$ cat src/design/kmi_consts.vh
// Constants for the key matrix line interrupt block
`ifndef KMI_CONSTS_VH
`define KMI_CONSTS_VH

// Register indices as printed; byte address is four times the index
`define KMI_IDX_LEVEL      8'h9C
`define KMI_IDX_ENABLE     8'h9D
`define KMI_IDX_FLAGS      8'h9E
`define KMI_IDX_CTRL       8'hA0
`define KMI_ADDR_LEVEL     12'h270
`define KMI_ADDR_ENABLE    12'h274
`define KMI_ADDR_FLAGS     12'h278
`define KMI_ADDR_CTRL      12'h280

// Field position and line count
`define KMI_CTRL_GLOBAL_EN 0
`define KMI_LINES          8

// Reset values
`define KMI_RST_ENABLE     8'h00
`define KMI_RST_FLAGS      8'h00
`define KMI_RST_LEVEL      8'h00
`define KMI_RST_CTRL       1'b0

// AXI responses
`define KMI_RESP_OKAY      2'h0
`define KMI_RESP_SLVERR    2'h2

`endif

$ cat src/design/kmi_line_sync.v
// Two-stage synchroniser and level match for the eight port lines
`timescale 1ns/1ps
`include "kmi_consts.vh"

module kmi_line_sync (
    input  wire                   clock,
    input  wire                   reset_n,
    input  wire [`KMI_LINES-1:0]  port_one,
    input  wire [`KMI_LINES-1:0]  key_level_select,
    output wire [`KMI_LINES-1:0]  line_match
);

    genvar i;
    generate
        for (i = 0; i < `KMI_LINES; i = i + 1) begin : g_line
            reg meta_reg;
            reg sync_reg;
            always @(posedge clock) begin
                if (!reset_n) begin
                    // Reset to the pulled-up idle level, else release
                    // would fake a low-level match on every line
                    meta_reg <= 1'b1;
                    sync_reg <= 1'b1;
                end else begin
                    meta_reg <= port_one[i];
                    sync_reg <= meta_reg;
                end
            end
            // Low level when select is zero, high level when one
            assign line_match[i] = ~(sync_reg ^ key_level_select[i]);
        end
    endgenerate

endmodule

$ cat src/design/kmi_top.v
// Key matrix line interrupt block with AXI4-Lite register slave
// Contract
// - Each line showing its programmed level sets its own flag bit.
// - A flag raises the keypad request only while its enable bit is one.
// - Flags stay set until software clears them, regardless of line level.
// - The flag register is read-only; writes leave flags unchanged.
// - Reading the flag register returns flags then clears all eight, except lines matching in that same cycle.
// - Enable zero keeps that line off the request and wake; its flag bit still sets.
// - Enable one lets that line flag contribute to the shared request.
// - After reset flags and enables read all zeros.
// - Level-select zero detects low, one detects high.
// - Eight lines are independent sources on one shared request.
// - Shared request is also gated by one global keypad enable.
// - Enabled line detection raises a wake signal for idle and power-down.
`timescale 1ns/1ps
`include "kmi_consts.vh"

module kmi_top (
    input  wire                  clock,
    input  wire                  reset_n,
    input  wire [`KMI_LINES-1:0] port_one,
    output reg                   keypad_irq,
    output reg                   keypad_wake,
    input  wire [11:0]           s_axi_awaddr,
    input  wire                  s_axi_awvalid,
    output reg                   s_axi_awready,
    input  wire [31:0]           s_axi_wdata,
    input  wire [3:0]            s_axi_wstrb,
    input  wire                  s_axi_wvalid,
    output reg                   s_axi_wready,
    output reg  [1:0]            s_axi_bresp,
    output reg                   s_axi_bvalid,
    input  wire                  s_axi_bready,
    input  wire [11:0]           s_axi_araddr,
    input  wire                  s_axi_arvalid,
    output reg                   s_axi_arready,
    output reg  [31:0]           s_axi_rdata,
    output reg  [1:0]            s_axi_rresp,
    output reg                   s_axi_rvalid,
    input  wire                  s_axi_rready
);

    // ------------------------------------------------------------
    // Register decode
    // ------------------------------------------------------------
    // Word selects use address bits 11:2; the byte offset is ignored
    localparam [11:0] ADDR_LEVEL  = `KMI_ADDR_LEVEL;
    localparam [11:0] ADDR_ENABLE = `KMI_ADDR_ENABLE;
    localparam [11:0] ADDR_FLAGS  = `KMI_ADDR_FLAGS;
    localparam [11:0] ADDR_CTRL   = `KMI_ADDR_CTRL;
    localparam [9:0]  SEL_LEVEL   = ADDR_LEVEL[11:2];
    localparam [9:0]  SEL_ENABLE  = ADDR_ENABLE[11:2];
    localparam [9:0]  SEL_FLAGS   = ADDR_FLAGS[11:2];
    localparam [9:0]  SEL_CTRL    = ADDR_CTRL[11:2];

    reg  [`KMI_LINES-1:0] key_line_enable_reg;
    reg  [`KMI_LINES-1:0] key_line_flags_reg;
    reg  [`KMI_LINES-1:0] key_level_select_reg;
    reg                   keypad_global_irq_enable_reg;
    reg  [11:0]           awaddr_reg;
    reg  [31:0]           wdata_reg;
    reg                   wstrb0_reg;
    reg                   aw_held_reg;
    reg                   w_held_reg;
    wire [`KMI_LINES-1:0] line_match;
    wire [`KMI_LINES-1:0] pending;
    wire                  do_write;
    wire                  do_read;
    wire                  flags_read;
    wire [`KMI_LINES-1:0] flags_next;
    wire [9:0]            aw_sel;
    wire [9:0]            ar_sel;

    // Lines reach the match logic two flops late
    kmi_line_sync u_sync (
        .clock            (clock),
        .reset_n          (reset_n),
        .port_one         (port_one),
        .key_level_select (key_level_select_reg),
        .line_match       (line_match)
    );

    // ------------------------------------------------------------
    // Flags and request
    // ------------------------------------------------------------
    assign do_read    = s_axi_arvalid & s_axi_arready;
    assign ar_sel     = s_axi_araddr[11:2];
    assign aw_sel     = awaddr_reg[11:2];
    // Sticky until read; a line going idle never clears its flag
    assign flags_read = do_read & (ar_sel == SEL_FLAGS);
    // A match in the clearing cycle is kept: set wins over the clear
    assign flags_next = (flags_read ? `KMI_RST_FLAGS
                                    : key_line_flags_reg)
                        | line_match;
    // Disabled lines still flag but never reach the request
    assign pending    = key_line_flags_reg & key_line_enable_reg;

    always @(posedge clock) begin
        if (!reset_n) begin
            key_line_flags_reg <= `KMI_RST_FLAGS;
            keypad_irq         <= 1'b0;
            keypad_wake        <= 1'b0;
        end else begin
            key_line_flags_reg <= flags_next;
            keypad_irq  <= (|pending) & keypad_global_irq_enable_reg;
            // Wake does not wait for the global enable
            keypad_wake <= |(line_match & key_line_enable_reg);
        end
    end

    // ------------------------------------------------------------
    // AXI4-Lite write channel
    // ------------------------------------------------------------
    // Address and data are taken in either order and held; the
    // response waits until both are in
    // A new request may be taken while bvalid stands, but it is not
    // acted on before the old response has gone
    assign do_write = aw_held_reg & w_held_reg & ~s_axi_bvalid;

    always @(posedge clock) begin
        if (!reset_n) begin
            s_axi_awready                <= 1'b0;
            s_axi_wready                 <= 1'b0;
            s_axi_bvalid                 <= 1'b0;
            s_axi_bresp                  <= `KMI_RESP_OKAY;
            aw_held_reg                  <= 1'b0;
            w_held_reg                   <= 1'b0;
            awaddr_reg                   <= 12'h000;
            wdata_reg                    <= 32'h0000_0000;
            wstrb0_reg                   <= 1'b0;
            key_line_enable_reg          <= `KMI_RST_ENABLE;
            key_level_select_reg         <= `KMI_RST_LEVEL;
            keypad_global_irq_enable_reg <= `KMI_RST_CTRL;
        end else begin
            s_axi_awready <= ~aw_held_reg & ~s_axi_awready & s_axi_awvalid;
            s_axi_wready  <= ~w_held_reg & ~s_axi_wready & s_axi_wvalid;
            if (s_axi_awvalid & s_axi_awready) begin
                aw_held_reg <= 1'b1;
                awaddr_reg  <= s_axi_awaddr;
            end
            if (s_axi_wvalid & s_axi_wready) begin
                w_held_reg <= 1'b1;
                wdata_reg  <= s_axi_wdata;
                wstrb0_reg <= s_axi_wstrb[0];
            end
            if (do_write) begin
                aw_held_reg  <= 1'b0;
                w_held_reg   <= 1'b0;
                s_axi_bvalid <= 1'b1;
                s_axi_bresp  <= `KMI_RESP_OKAY;
                // Only byte lane zero holds register bits
                case (aw_sel)
                    SEL_ENABLE: begin
                        if (wstrb0_reg)
                            key_line_enable_reg <= wdata_reg[7:0];
                    end
                    SEL_LEVEL: begin
                        if (wstrb0_reg)
                            key_level_select_reg <= wdata_reg[7:0];
                    end
                    SEL_CTRL: begin
                        // Gates the request only, never the flags
                        if (wstrb0_reg)
                            keypad_global_irq_enable_reg <=
                                wdata_reg[`KMI_CTRL_GLOBAL_EN];
                    end
                    SEL_FLAGS: begin
                        // Accepted and ignored
                        s_axi_bresp <= `KMI_RESP_OKAY;
                    end
                    default: begin
                        // Unmapped offsets answer an error, change nothing
                        s_axi_bresp <= `KMI_RESP_SLVERR;
                    end
                endcase
            end else if (s_axi_bvalid & s_axi_bready) begin
                s_axi_bvalid <= 1'b0;
            end
        end
    end

    // ------------------------------------------------------------
    // AXI4-Lite read channel
    // ------------------------------------------------------------
    always @(posedge clock) begin
        if (!reset_n) begin
            s_axi_arready <= 1'b0;
            s_axi_rvalid  <= 1'b0;
            s_axi_rdata   <= 32'h0000_0000;
            s_axi_rresp   <= `KMI_RESP_OKAY;
        end else begin
            s_axi_arready <= ~s_axi_arready & ~s_axi_rvalid & s_axi_arvalid;
            if (do_read) begin
                s_axi_rvalid <= 1'b1;
                s_axi_rresp  <= `KMI_RESP_OKAY;
                // Flags are captured and cleared at one edge, so no
                // set is lost; upper data bits always read zero
                case (ar_sel)
                    SEL_ENABLE:
                        s_axi_rdata <= {24'h000000, key_line_enable_reg};
                    SEL_FLAGS:
                        s_axi_rdata <= {24'h000000, key_line_flags_reg};
                    SEL_LEVEL:
                        s_axi_rdata <= {24'h000000, key_level_select_reg};
                    SEL_CTRL:
                        s_axi_rdata <= {31'h00000000,
                                        keypad_global_irq_enable_reg};
                    default: begin
                        // Unmapped reads return zero with an error
                        s_axi_rdata <= 32'h0000_0000;
                        s_axi_rresp <= `KMI_RESP_SLVERR;
                    end
                endcase
            end else if (s_axi_rvalid & s_axi_rready) begin
                s_axi_rvalid <= 1'b0;
            end
        end
    end

endmodule

$ cat config.mk
export PLATFORM = sky130hd
export DESIGN_NAME = kmi_top
export DESIGN_NICKNAME = d
export VERILOG_FILES = /design/src/design/kmi_line_sync.v /design/src/design/kmi_top.v
export VERILOG_INCLUDE_DIRS = /design/src /design/src/design
export SDC_FILE = /design/constraint.sdc
export NUM_CORES = 1
export LEC_CHECK = 0
export BUFFER_PORTS_ARGS = -buffer_cell sky130_fd_sc_hd__clkbuf_2
export CAP_MARGIN = 20
export CORE_UTILIZATION = 44
export CTS_CLUSTER_SIZE = 20
export DETAILED_ROUTE_END_ITERATION = 8
export PLACE_DENSITY = 0.81
export SLEW_MARGIN = 25
export SYNTH_ARGS = -nofsm -noshare
export SYNTH_HDL_FRONTEND = slang
export SYNTH_SLANG_ARGS = --single-unit
$ cat constraint.sdc
create_clock -name clock -period 1.8 [get_ports clock]
set_input_delay 0.27 -clock clock [delete_from_list [all_inputs] [get_ports clock]]
set_output_delay 0.27 -clock clock [all_outputs]
set_load 0.02 [all_outputs]
-- After elaboration in Yosys (flattened, before gate mapping)
Index checks and enable logic that the tools add are counted.
- bitwise gates (word level): 42
- multiplexer cells: 8
- eq/ne operators: 8
- reductions and logical operators: 10
- operator list (kind ; number):
    10-bit by 8-bit equality test with 1-bit output (second input constant) ; 8
    8-bit case mux with 4 select lines ; 1
    8-bit bitwise AND ; 2
    1-bit inverter ; 16
    8-bit OR reduction ; 2
    1-bit bitwise AND ; 15
    3-bit AND reduction ; 3
    8-bit 2-to-1 mux ; 1
    8-bit OR ; 1
    4-bit OR reduction ; 2
    1-bit bitwise XOR ; 8
    1-bit 2-to-1 mux ; 4
    2-bit 2-to-1 mux ; 2
    2-bit nonzero test ; 2
    2-bit OR reduction ; 1
- word-level logic and storage cells: 103
- bits in registers: 107

-- Longest topological paths before layout
Gate-level depths: netlist of run 1.
- depth in word-level cells: 4
- gate-level depth with buffers: 6

-- Hierarchy
From an unflattened synthesis of run 1, not the netlist that was laid out.
- cells, all modules: 359
- area total of the unflattened synthesis: 3263.1 um^2
- modules (own cells, without submodules) (module ; seq. area each (um^2) ; area an instance (um^2) ; cells an instance ; instances):
    kmi_top ; 1261.2 ; 2761.4 ; 318 ; 1
    kmi_line_sync ; 320.3 ; 501.7 ; 41 ; 1

-- Least setup slack after synthesis of run 1
OpenSTA, ideal clock, no wires.
- path type: flip-flop to flip-flop
- start: register awaddr_reg[11]
- end: register key_line_enable_reg[6]
- data arrival time: 1544 ps
- buffers on the path: 1
- library setup time: 117 ps
- clock period less this slack: 1661 ps
- data required time: 1683 ps
- cell stages (with the launch flop): 7
- path slack: 139 ps
- cell sequence: dfxtp_1 > or4b_4 > nor4_4 > nand3_2 > buf_6 > nand3_1 > o21ai_1
- cells in the longest elaborated chain, start to end: 2
- RTL lines (what ; RTL line ; RTL):
    from (decl) ; kmi_top.v:60 ; reg [11:0] awaddr_reg;
    from (signal assigned) ; kmi_top.v:139 ; awaddr_reg <= s_axi_awaddr;
    10-bit by 8-bit equality test with 1-bit output ; kmi_top.v:152 ; case (aw_sel)
    3-bit AND reduction (no source line) ; n/a ;
    to (signal assigned) ; kmi_top.v:131 ; key_line_enable_reg <= `KMI_RST_ENABLE;
    to (signal assigned) ; kmi_top.v:155 ; key_line_enable_reg <= wdata_reg[7:0];
    to (decl) ; kmi_top.v:56 ; reg [`KMI_LINES-1:0] key_line_enable_reg;
No other way between the ends.
A chain may end at the register's enable or synchronous reset.

-- Worst setup path after layout of run 1
- start: register awaddr_reg[11]
- end: register key_level_select_reg[7]
- cells in the longest elaborated chain, start to end: 2
- RTL lines (what ; RTL line ; RTL):
    10-bit by 8-bit equality test with 1-bit output ; kmi_top.v:152 ;
    3-bit AND reduction (no source line) ; n/a ;
    to (signal assigned) ; kmi_top.v:132 ; key_level_select_reg <= `KMI_RST_LEVEL;
    to (signal assigned) ; kmi_top.v:159 ; key_level_select_reg <= wdata_reg[7:0];
    to (decl) ; kmi_top.v:58 ; reg [`KMI_LINES-1:0] key_level_select_reg;
No other way between the ends.

==> flow_metrics.env, run 1 <==
export IMPL_status="completed"
export IMPL_p_clk_share_pct=38.2
export IMPL_p_int_mw=2.59
export IMPL_ant_nets=0
export IMPL_drive_above_1_share_pct=20.6
export IMPL_layout_setup_ws_ns=0.0704
export IMPL_cts_buffers=9
export IMPL_final_hold_violation_count=0
export IMPL_area_delta_synth_final_pct=15.4
export IMPL_powerDensity_nw_per_um2=902
export IMPL_clock_skew_ns=0.00887
export IMPL_start_util_pct=46.6
export IMPL_end_kind="flop"
export IMPL_die_area_sq_um=7700
export IMPL_wl_per_cell_um=11.7
export IMPL_ir_drop_uv=539
export IMPL_viasPerCell=4.86
export IMPL_p_leak_nw=1.47
export IMPL_clkLatencyLatePin_ns=0.34
export IMPL_path_clk_slew_ns=0.08
export IMPL_hold_buffers=0
export IMPL_fp_dieH_um=87.7
export IMPL_placement_rows=30
export IMPL_clockBufferDepth=2
export IMPL_p_sw_mw=0.777
export IMPL_cp_start_kind="flop"
export IMPL_fillers=647
export IMPL_p_seq_share_pct=54.3
export IMPL_vias=2549
export IMPL_mostFrequentLayoutCells="dfxtp_1 (78), nand2_1 (72), clkbuf_2 (60)"
export IMPL_die_w_um=87.7
export IMPL_finalMaxSlewViolations=0
export IMPL_totalPowerFinal_mw=3.36
export IMPL_finalNetCount=499
export IMPL_cts_tree="done"
export IMPL_ys_types=38
export IMPL_worst_pin_slew_ns=0.577
export IMPL_cts_sinks=79
export IMPL_crit_arrival_ns=2.00
export IMPL_pin_count=118
export IMPL_grt_util_all_layers_pct=17.7
export IMPL_grt_pass1_wl_um=10400
export IMPL_period_needed_ns=1.73
export IMPL_cp_max_fo=8
export IMPL_share_comb_of_total_power_pct=7.5
export IMPL_synthCells=364
export IMPL_netlist_area_sq_um=3230
export IMPL_grt_max_degree=43
export IMPL_async_reset_ff_share_pct=0
export IMPL_dp_slack_ns=0.0637
export IMPL_dp_hpwl_um=4520
export IMPL_cp_data_required_time_ns=2.07
export IMPL_drc_errors=0
export IMPL_io_buffers=60
export IMPL_dp_cells=509
export IMPL_fmaxAchievable_mhz=578
export IMPL_ys_seq_area_share_pct=48.9
export IMPL_totalWireLength_um=6120
export IMPL_hp_class="in2reg"
export IMPL_setup_viol=0
export IMPL_first_pass_iters=4
export IMPL_largest_reg_flops=10
export IMPL_rsz0062_at_grt="true"
export IMPL_crit_type="reg2reg"
export IMPL_htree_num_levels=3
export IMPL_relSlewSlack_pct=61.6
export IMPL_synth_main_ff_cell="dfxtp_1"
export IMPL_drt_initial_drc_count=144
export IMPL_final_common_cell="dfxtp_1"
export IMPL_grt_antenna_before_repair=0
export IMPL_period_share_pct=96.1
export IMPL_grt_overflow=0
export IMPL_cap_violations=0
export IMPL_antennaDiodeCount=0
export IMPL_grt_pass1_vias=2385
export IMPL_gp_congestion=0.817
export IMPL_synth_edff_count=0
export IMPL_p_sw_share_pct=23.1
export IMPL_synth_avg_cell_area_sq_um=8.89
export IMPL_cts_root_buf="clkbuf_8"
export IMPL_ys_warn_count=0
export IMPL_finalNonFillerCells=524
export IMPL_core_area_sq_um=6940
export IMPL_ys_seq_elements=79
power groups by stage:
stage / logic [mW] / clock network (mW) / registers (mW)
floorplan: 0.207 / 0 / 1.87
global placement: 0.247 / 0 / 1.86
detailed placement: 0.252 / 0 / 1.87
CTS: 0.253 / 1.33 / 1.83
global route: 0.284 / 1.42 / 1.83
finish: 0.253 / 1.29 / 1.83
timing repair:
item,in CTS,in global routing
buffers inserted,0,0
setup endpoints to repair,0,5
gates resized for setup,0,1
logic make-up after synthesis:
family                 share of synthesized area, %
AO/OA/AOI/OAI                                  13.2
XOR/XNOR                                       2.17
buffers and inverters                          8.74
flip-flops                                     48.9
multiplexers                                   4.95
other                                         0.116
AND/OR/NAND/NOR                                21.9
Yosys cell counts (2+ instances only):
| cell | number | area [sq um] |
|---|---|---|
| a21oi_1 | 34 | 170 |
| a22o_1 | 7 | 61.3 |
| a22oi_1 | 8 | 60.1 |
| a41oi_1 | 2 | 17.5 |
| and2_1 | 3 | 18.8 |
| and4b_1 | 3 | 30.0 |
| buf_1 | 2 | 7.51 |
| buf_4 | 26 | 195 |
| clkbuf_1 | 13 | 48.8 |
| dfxtp_1 | 79 | 1580 |
| inv_1 | 4 | 15.0 |
| mux2i_1 | 16 | 160 |
| nand2_1 | 72 | 270 |
| nand2b_1 | 19 | 119 |
| nand3_1 | 10 | 50.1 |
| nand3b_1 | 2 | 15.0 |
| nor2_1 | 15 | 56.3 |
| nor3_1 | 3 | 15.0 |
| nor4_1 | 2 | 12.5 |
| nor4b_1 | 2 | 17.5 |
| o21ai_0 | 11 | 55.1 |
| o21ai_1 | 8 | 40.0 |
| xnor2_1 | 8 | 70.1 |
final timing paths:
| check | startpoint | end | slack (ns) | cells after the start |
|---|---|---|---|---|
| max | awaddr_reg[11] | key_level_select_reg[7] | 0.07 | 5 |
| min | port_one[2] | u_sync.g_line[2].meta_reg | 0.10 | 2 |
| max reg2reg | awaddr_reg[11] | key_level_select_reg[7] | 0.07 | 5 |
| min reg2reg | u_sync.g_line[4].meta_reg | u_sync.g_line[4].sync_reg | 0.41 | 1 |
critical path: stages, from the launching register on:
cell and delay [ns]:
dfxtp_2 0.32, or4b_4 0.55, nor4_4 0.23, nand2_2 0.14, nor2_8 0.21, mux2i_1 0.21
final cells by class:
type	count	area, sq um	area share (%)
Clock inverter	4	45.0	1.21
Inverter	4	15.0	0.402
Clock buffer	11	151	4.06
Tap cell	96	120	3.22
Multi-Input combinational cell	263	1460	39.2
Sequential cell	79	1580	42.4
Timing Repair Buffer	67	353	9.46
stage by stage:
stage               utilization [%]  area (sq um)  TNS [ns]  hold WS (ns)
floorplan                         -          3330         0         0.371
global placement               50.9          3530         0         0.390
detailed placement             50.9          3530         0         0.393
CTS                            53.7          3730         0        0.0886
global route                   53.7          3730   -0.0550        0.0867
finish                         53.7          3730         0         0.102
routing by layer:
metal / up-vias / global-route usage [%] / part of all wire (%)
met4: 0 / 9.54 / 3.2
met3: 15 / 6.31 / 6.0
met1: 1132 / 20.3 / 45
li1: 1302 / - / -
met5: - / 0 / 0
met2: 100 / 28.7 / 46
Power figures use the tool's default switching activity.
==> run 2: changes to the inputs <==
--- a/config.mk
+++ b/config.mk
@@ -6,12 +6,14 @@
 export SDC_FILE = /design/constraint.sdc
 export NUM_CORES = 1
 export LEC_CHECK = 0
+export ABC_AREA = 1
 export BUFFER_PORTS_ARGS = -buffer_cell sky130_fd_sc_hd__clkbuf_2
 export CAP_MARGIN = 20
-export CORE_UTILIZATION = 44
+export CORE_UTILIZATION = 45
 export CTS_CLUSTER_SIZE = 20
 export DETAILED_ROUTE_END_ITERATION = 8
-export PLACE_DENSITY = 0.81
+export GPL_TIMING_DRIVEN = 1
+export PLACE_DENSITY = 0.82
 export SLEW_MARGIN = 25
 export SYNTH_ARGS = -nofsm -noshare
 export SYNTH_HDL_FRONTEND = slang
==> flow_metrics.env, run 2 <==
export IMPL_drive_above_1_share_pct=23.6
export IMPL_netlist_area_sq_um=3400
export IMPL_placed_cell_area_sq_um=3700
export IMPL_synthTopCellsByCount="dfxtp_1 (79), a21oi_1 (53), nand2_1 (51), o21ai_0 (42), inv_1 (39)"
export IMPL_final_hold_violation_count=0
export IMPL_ys_seq_area_share_pct=46.5
export IMPL_finalMaxSlewViolations=0
export IMPL_io_buffers=60
export IMPL_grt_pass1_wl_um=10900
export IMPL_hold_buffers=0
export IMPL_final_common_cell="dfxtp_1"
export IMPL_p_leak_nw=1.65
export IMPL_clockBufferDepth=2
export IMPL_p_seq_share_pct=51.2
export IMPL_drc_errors=0
export IMPL_antennaDiodeCount=0
export IMPL_drt_initial_drc_count=139
export IMPL_p_sw_share_pct=24.8
export IMPL_yosysTopAreaCell="dfxtp_1"
export IMPL_ir_drop_uv=368
export IMPL_clkLatencyLatePin_ns=0.35
export IMPL_crit_type="reg2reg"
export IMPL_cts_root_buf="clkbuf_8"
export IMPL_p_int_mw=2.70
export IMPL_rsz0062_at_grt="false"
export IMPL_max_stage_delay_ns=0.30
export IMPL_async_reset_ff_share_pct=0
export IMPL_finalNetCount=565
export IMPL_yosys_top_cells_area="dfxtp_1 (47%), a21oi_1 (7.8%), o21ai_0 (6.2%), buf_4 (5.7%), nand2_1 (5.6%)"
export IMPL_totalWireLength_um=6410
export IMPL_core_area_sq_um=7290
export IMPL_holdWs_ns=0.0916
export IMPL_share_comb_of_total_power_pct=7.9
export IMPL_yosysMostFrequentCell="dfxtp_1"
export IMPL_cap_violations=0
export IMPL_powerDensity_nw_per_um2=914
export IMPL_setup_tns_final_ns=0
export IMPL_synth_main_ff_cell="dfxtp_1"
export IMPL_cp_slowest_cell="dfxtp_1"
export IMPL_grt_antenna_before_repair=0
export IMPL_first_pass_iters=5
export IMPL_period_needed_ns=1.43
export IMPL_cp_max_fo=8
export IMPL_ant_nets=0
export IMPL_fmaxAchievable_mhz=697
export IMPL_synth_edff_count=0
export IMPL_start_util_pct=46.6
export IMPL_cts_setup_buffers=0
export IMPL_post_route_util_pct=53.8
export IMPL_largest_reg_flops=10
export IMPL_ys_warn_count=0
export IMPL_grt_overflow=0
export IMPL_htree_num_levels=3
export IMPL_placement_rows=31
export IMPL_gp_congestion=0.780
export IMPL_p_clk_share_pct=40.9
export IMPL_synthCells=430
export IMPL_cts_buffers=9
export IMPL_die_w_um=88.9
export IMPL_cp_start_kind="flop"
export IMPL_area_delta_synth_final_pct=15.4
export IMPL_yosys_area_top_type_share_pct=46.5
export IMPL_ys_seq_elements=79
export IMPL_pin_count=118
export IMPL_relSlewSlack_pct=51.1
export IMPL_period_share_pct=79.7
export IMPL_dp_hpwl_um=4880
export IMPL_grt_util_all_layers_pct=18.2
export IMPL_setup_viol=0
export IMPL_worst_pin_slew_ns=0.733
export IMPL_path_cells="inv_1 -> nand3_1 -> nor2_1 -> nand2_2 -> nor3_4 -> o21ai_0 -> a21oi_1"
export IMPL_die_area_sq_um=7910
export IMPL_wl_per_cell_um=10.8
export IMPL_status="completed"
export IMPL_cts_sinks=79
export IMPL_path_clk_slew_ns=0.08
export IMPL_end_kind="flop"
export IMPL_mostFrequentLayoutCells="dfxtp_1 (79), clkbuf_2 (60), a21oi_1 (53)"
export IMPL_grt_pass1_vias=2461
export IMPL_final_area_sq_um=3920
export IMPL_grt_max_degree=45
export IMPL_clock_skew_ns=0.00726
export IMPL_fillers=706
export IMPL_fp_dieH_um=88.9
export IMPL_cp_data_required_time_ns=2.09
export IMPL_p_sw_mw=0.890
export IMPL_cts_resized_gates=0
export IMPL_vias=2814
export IMPL_ys_types=27
export IMPL_cts_tree="done"
export IMPL_crit_arrival_ns=1.72
export IMPL_synth_avg_cell_area_sq_um=7.91
export IMPL_viasPerCell=4.74
export IMPL_hp_class="in2reg"
-- run 2: cell count changes after synthesis, sizes merged, moves of 16 or more --
cell and change:
o21ai +25, inv +38, a21oi +19, nand2b -19, nand4 +27, nand2 -17
nor2 +19, mux2i -16, or2 +16
-- run 2: cell families after synthesis --
logic type | Yosys count | synth area share, %
AO/OA/AOI/OAI | 99 | 14.8
XOR/XNOR | 8 | 2.06
buffers and inverters | 83 | 12.3
flip-flops | 79 | 46.5
other | 1 | 0.110
AND/OR/NAND/NOR | 160 | 24.3
-- run 2: path summary, 6_finish.rpt --
| path | start | to | slack [ns] | cells past startpoint |
|---|---|---|---|---|
| min reg2reg | u_sync.g_line[5].meta_reg | u_sync.g_line[5].sync_reg | 0.42 | 1 |
| max reg2reg | awaddr_reg[8] | key_level_select_reg[1] | 0.37 | 7 |
| max | awaddr_reg[8] | key_level_select_reg[1] | 0.37 | 7 |
| min | port_one[7] | u_sync.g_line[7].meta_reg | 0.09 | 2 |
-- run 2: cell type report --
class | count | area, sq um | area share (%)
Timing Repair Buffer | 65 | 338 | 8.61
Inverter | 42 | 158 | 4.02
Multi-Input combinational cell | 293 | 1500 | 38.1
Clock buffer | 9 | 124 | 3.16
Sequential cell | 79 | 1580 | 40.3
Clock inverter | 7 | 104 | 2.65
Tap cell | 99 | 124 | 3.16
-- run 2: power by group through the flow --
stage	clock network (mW)	registers (mW)	logic (mW)
floorplan	0	1.88	0.236
global placement	0	1.87	0.277
detailed placement	0	1.88	0.284
CTS	1.50	1.84	0.285
global route	1.57	1.84	0.325
finish	1.47	1.83	0.284
-- run 2: through the flow --
stage          power [mW]  instances  setup WS [ns]
2_1_floorplan        2.11        455          0.541
3_3_place_gp         2.15        578          0.481
3_5_place_dp         2.16        578          0.407
4_1_cts              3.62        594          0.340
5_1_grt              3.74        594          0.217
6_report             3.59        594          0.366
-- run 2: worst max-delay path: cells and delay by family (launching register included) --
kind	cells	cell delay (ns)
flops	1	0.30
simple gates	4	0.65
buf+inv	1	0.08
compound gates	2	0.32
-- run 2: per-layer routing --
| layer | up-vias | global-route usage [%] | part of all wire (%) |
|---|---|---|---|
| li1 | 1501 | - | - |
| met1 | 1215 | 22.3 | 47 |
| met2 | 90 | 29.9 | 46 |
| met3 | 8 | 5.36 | 6.0 |
| met4 | 0 | 7.48 | 1.2 |
| met5 | - | 0 | 0 |
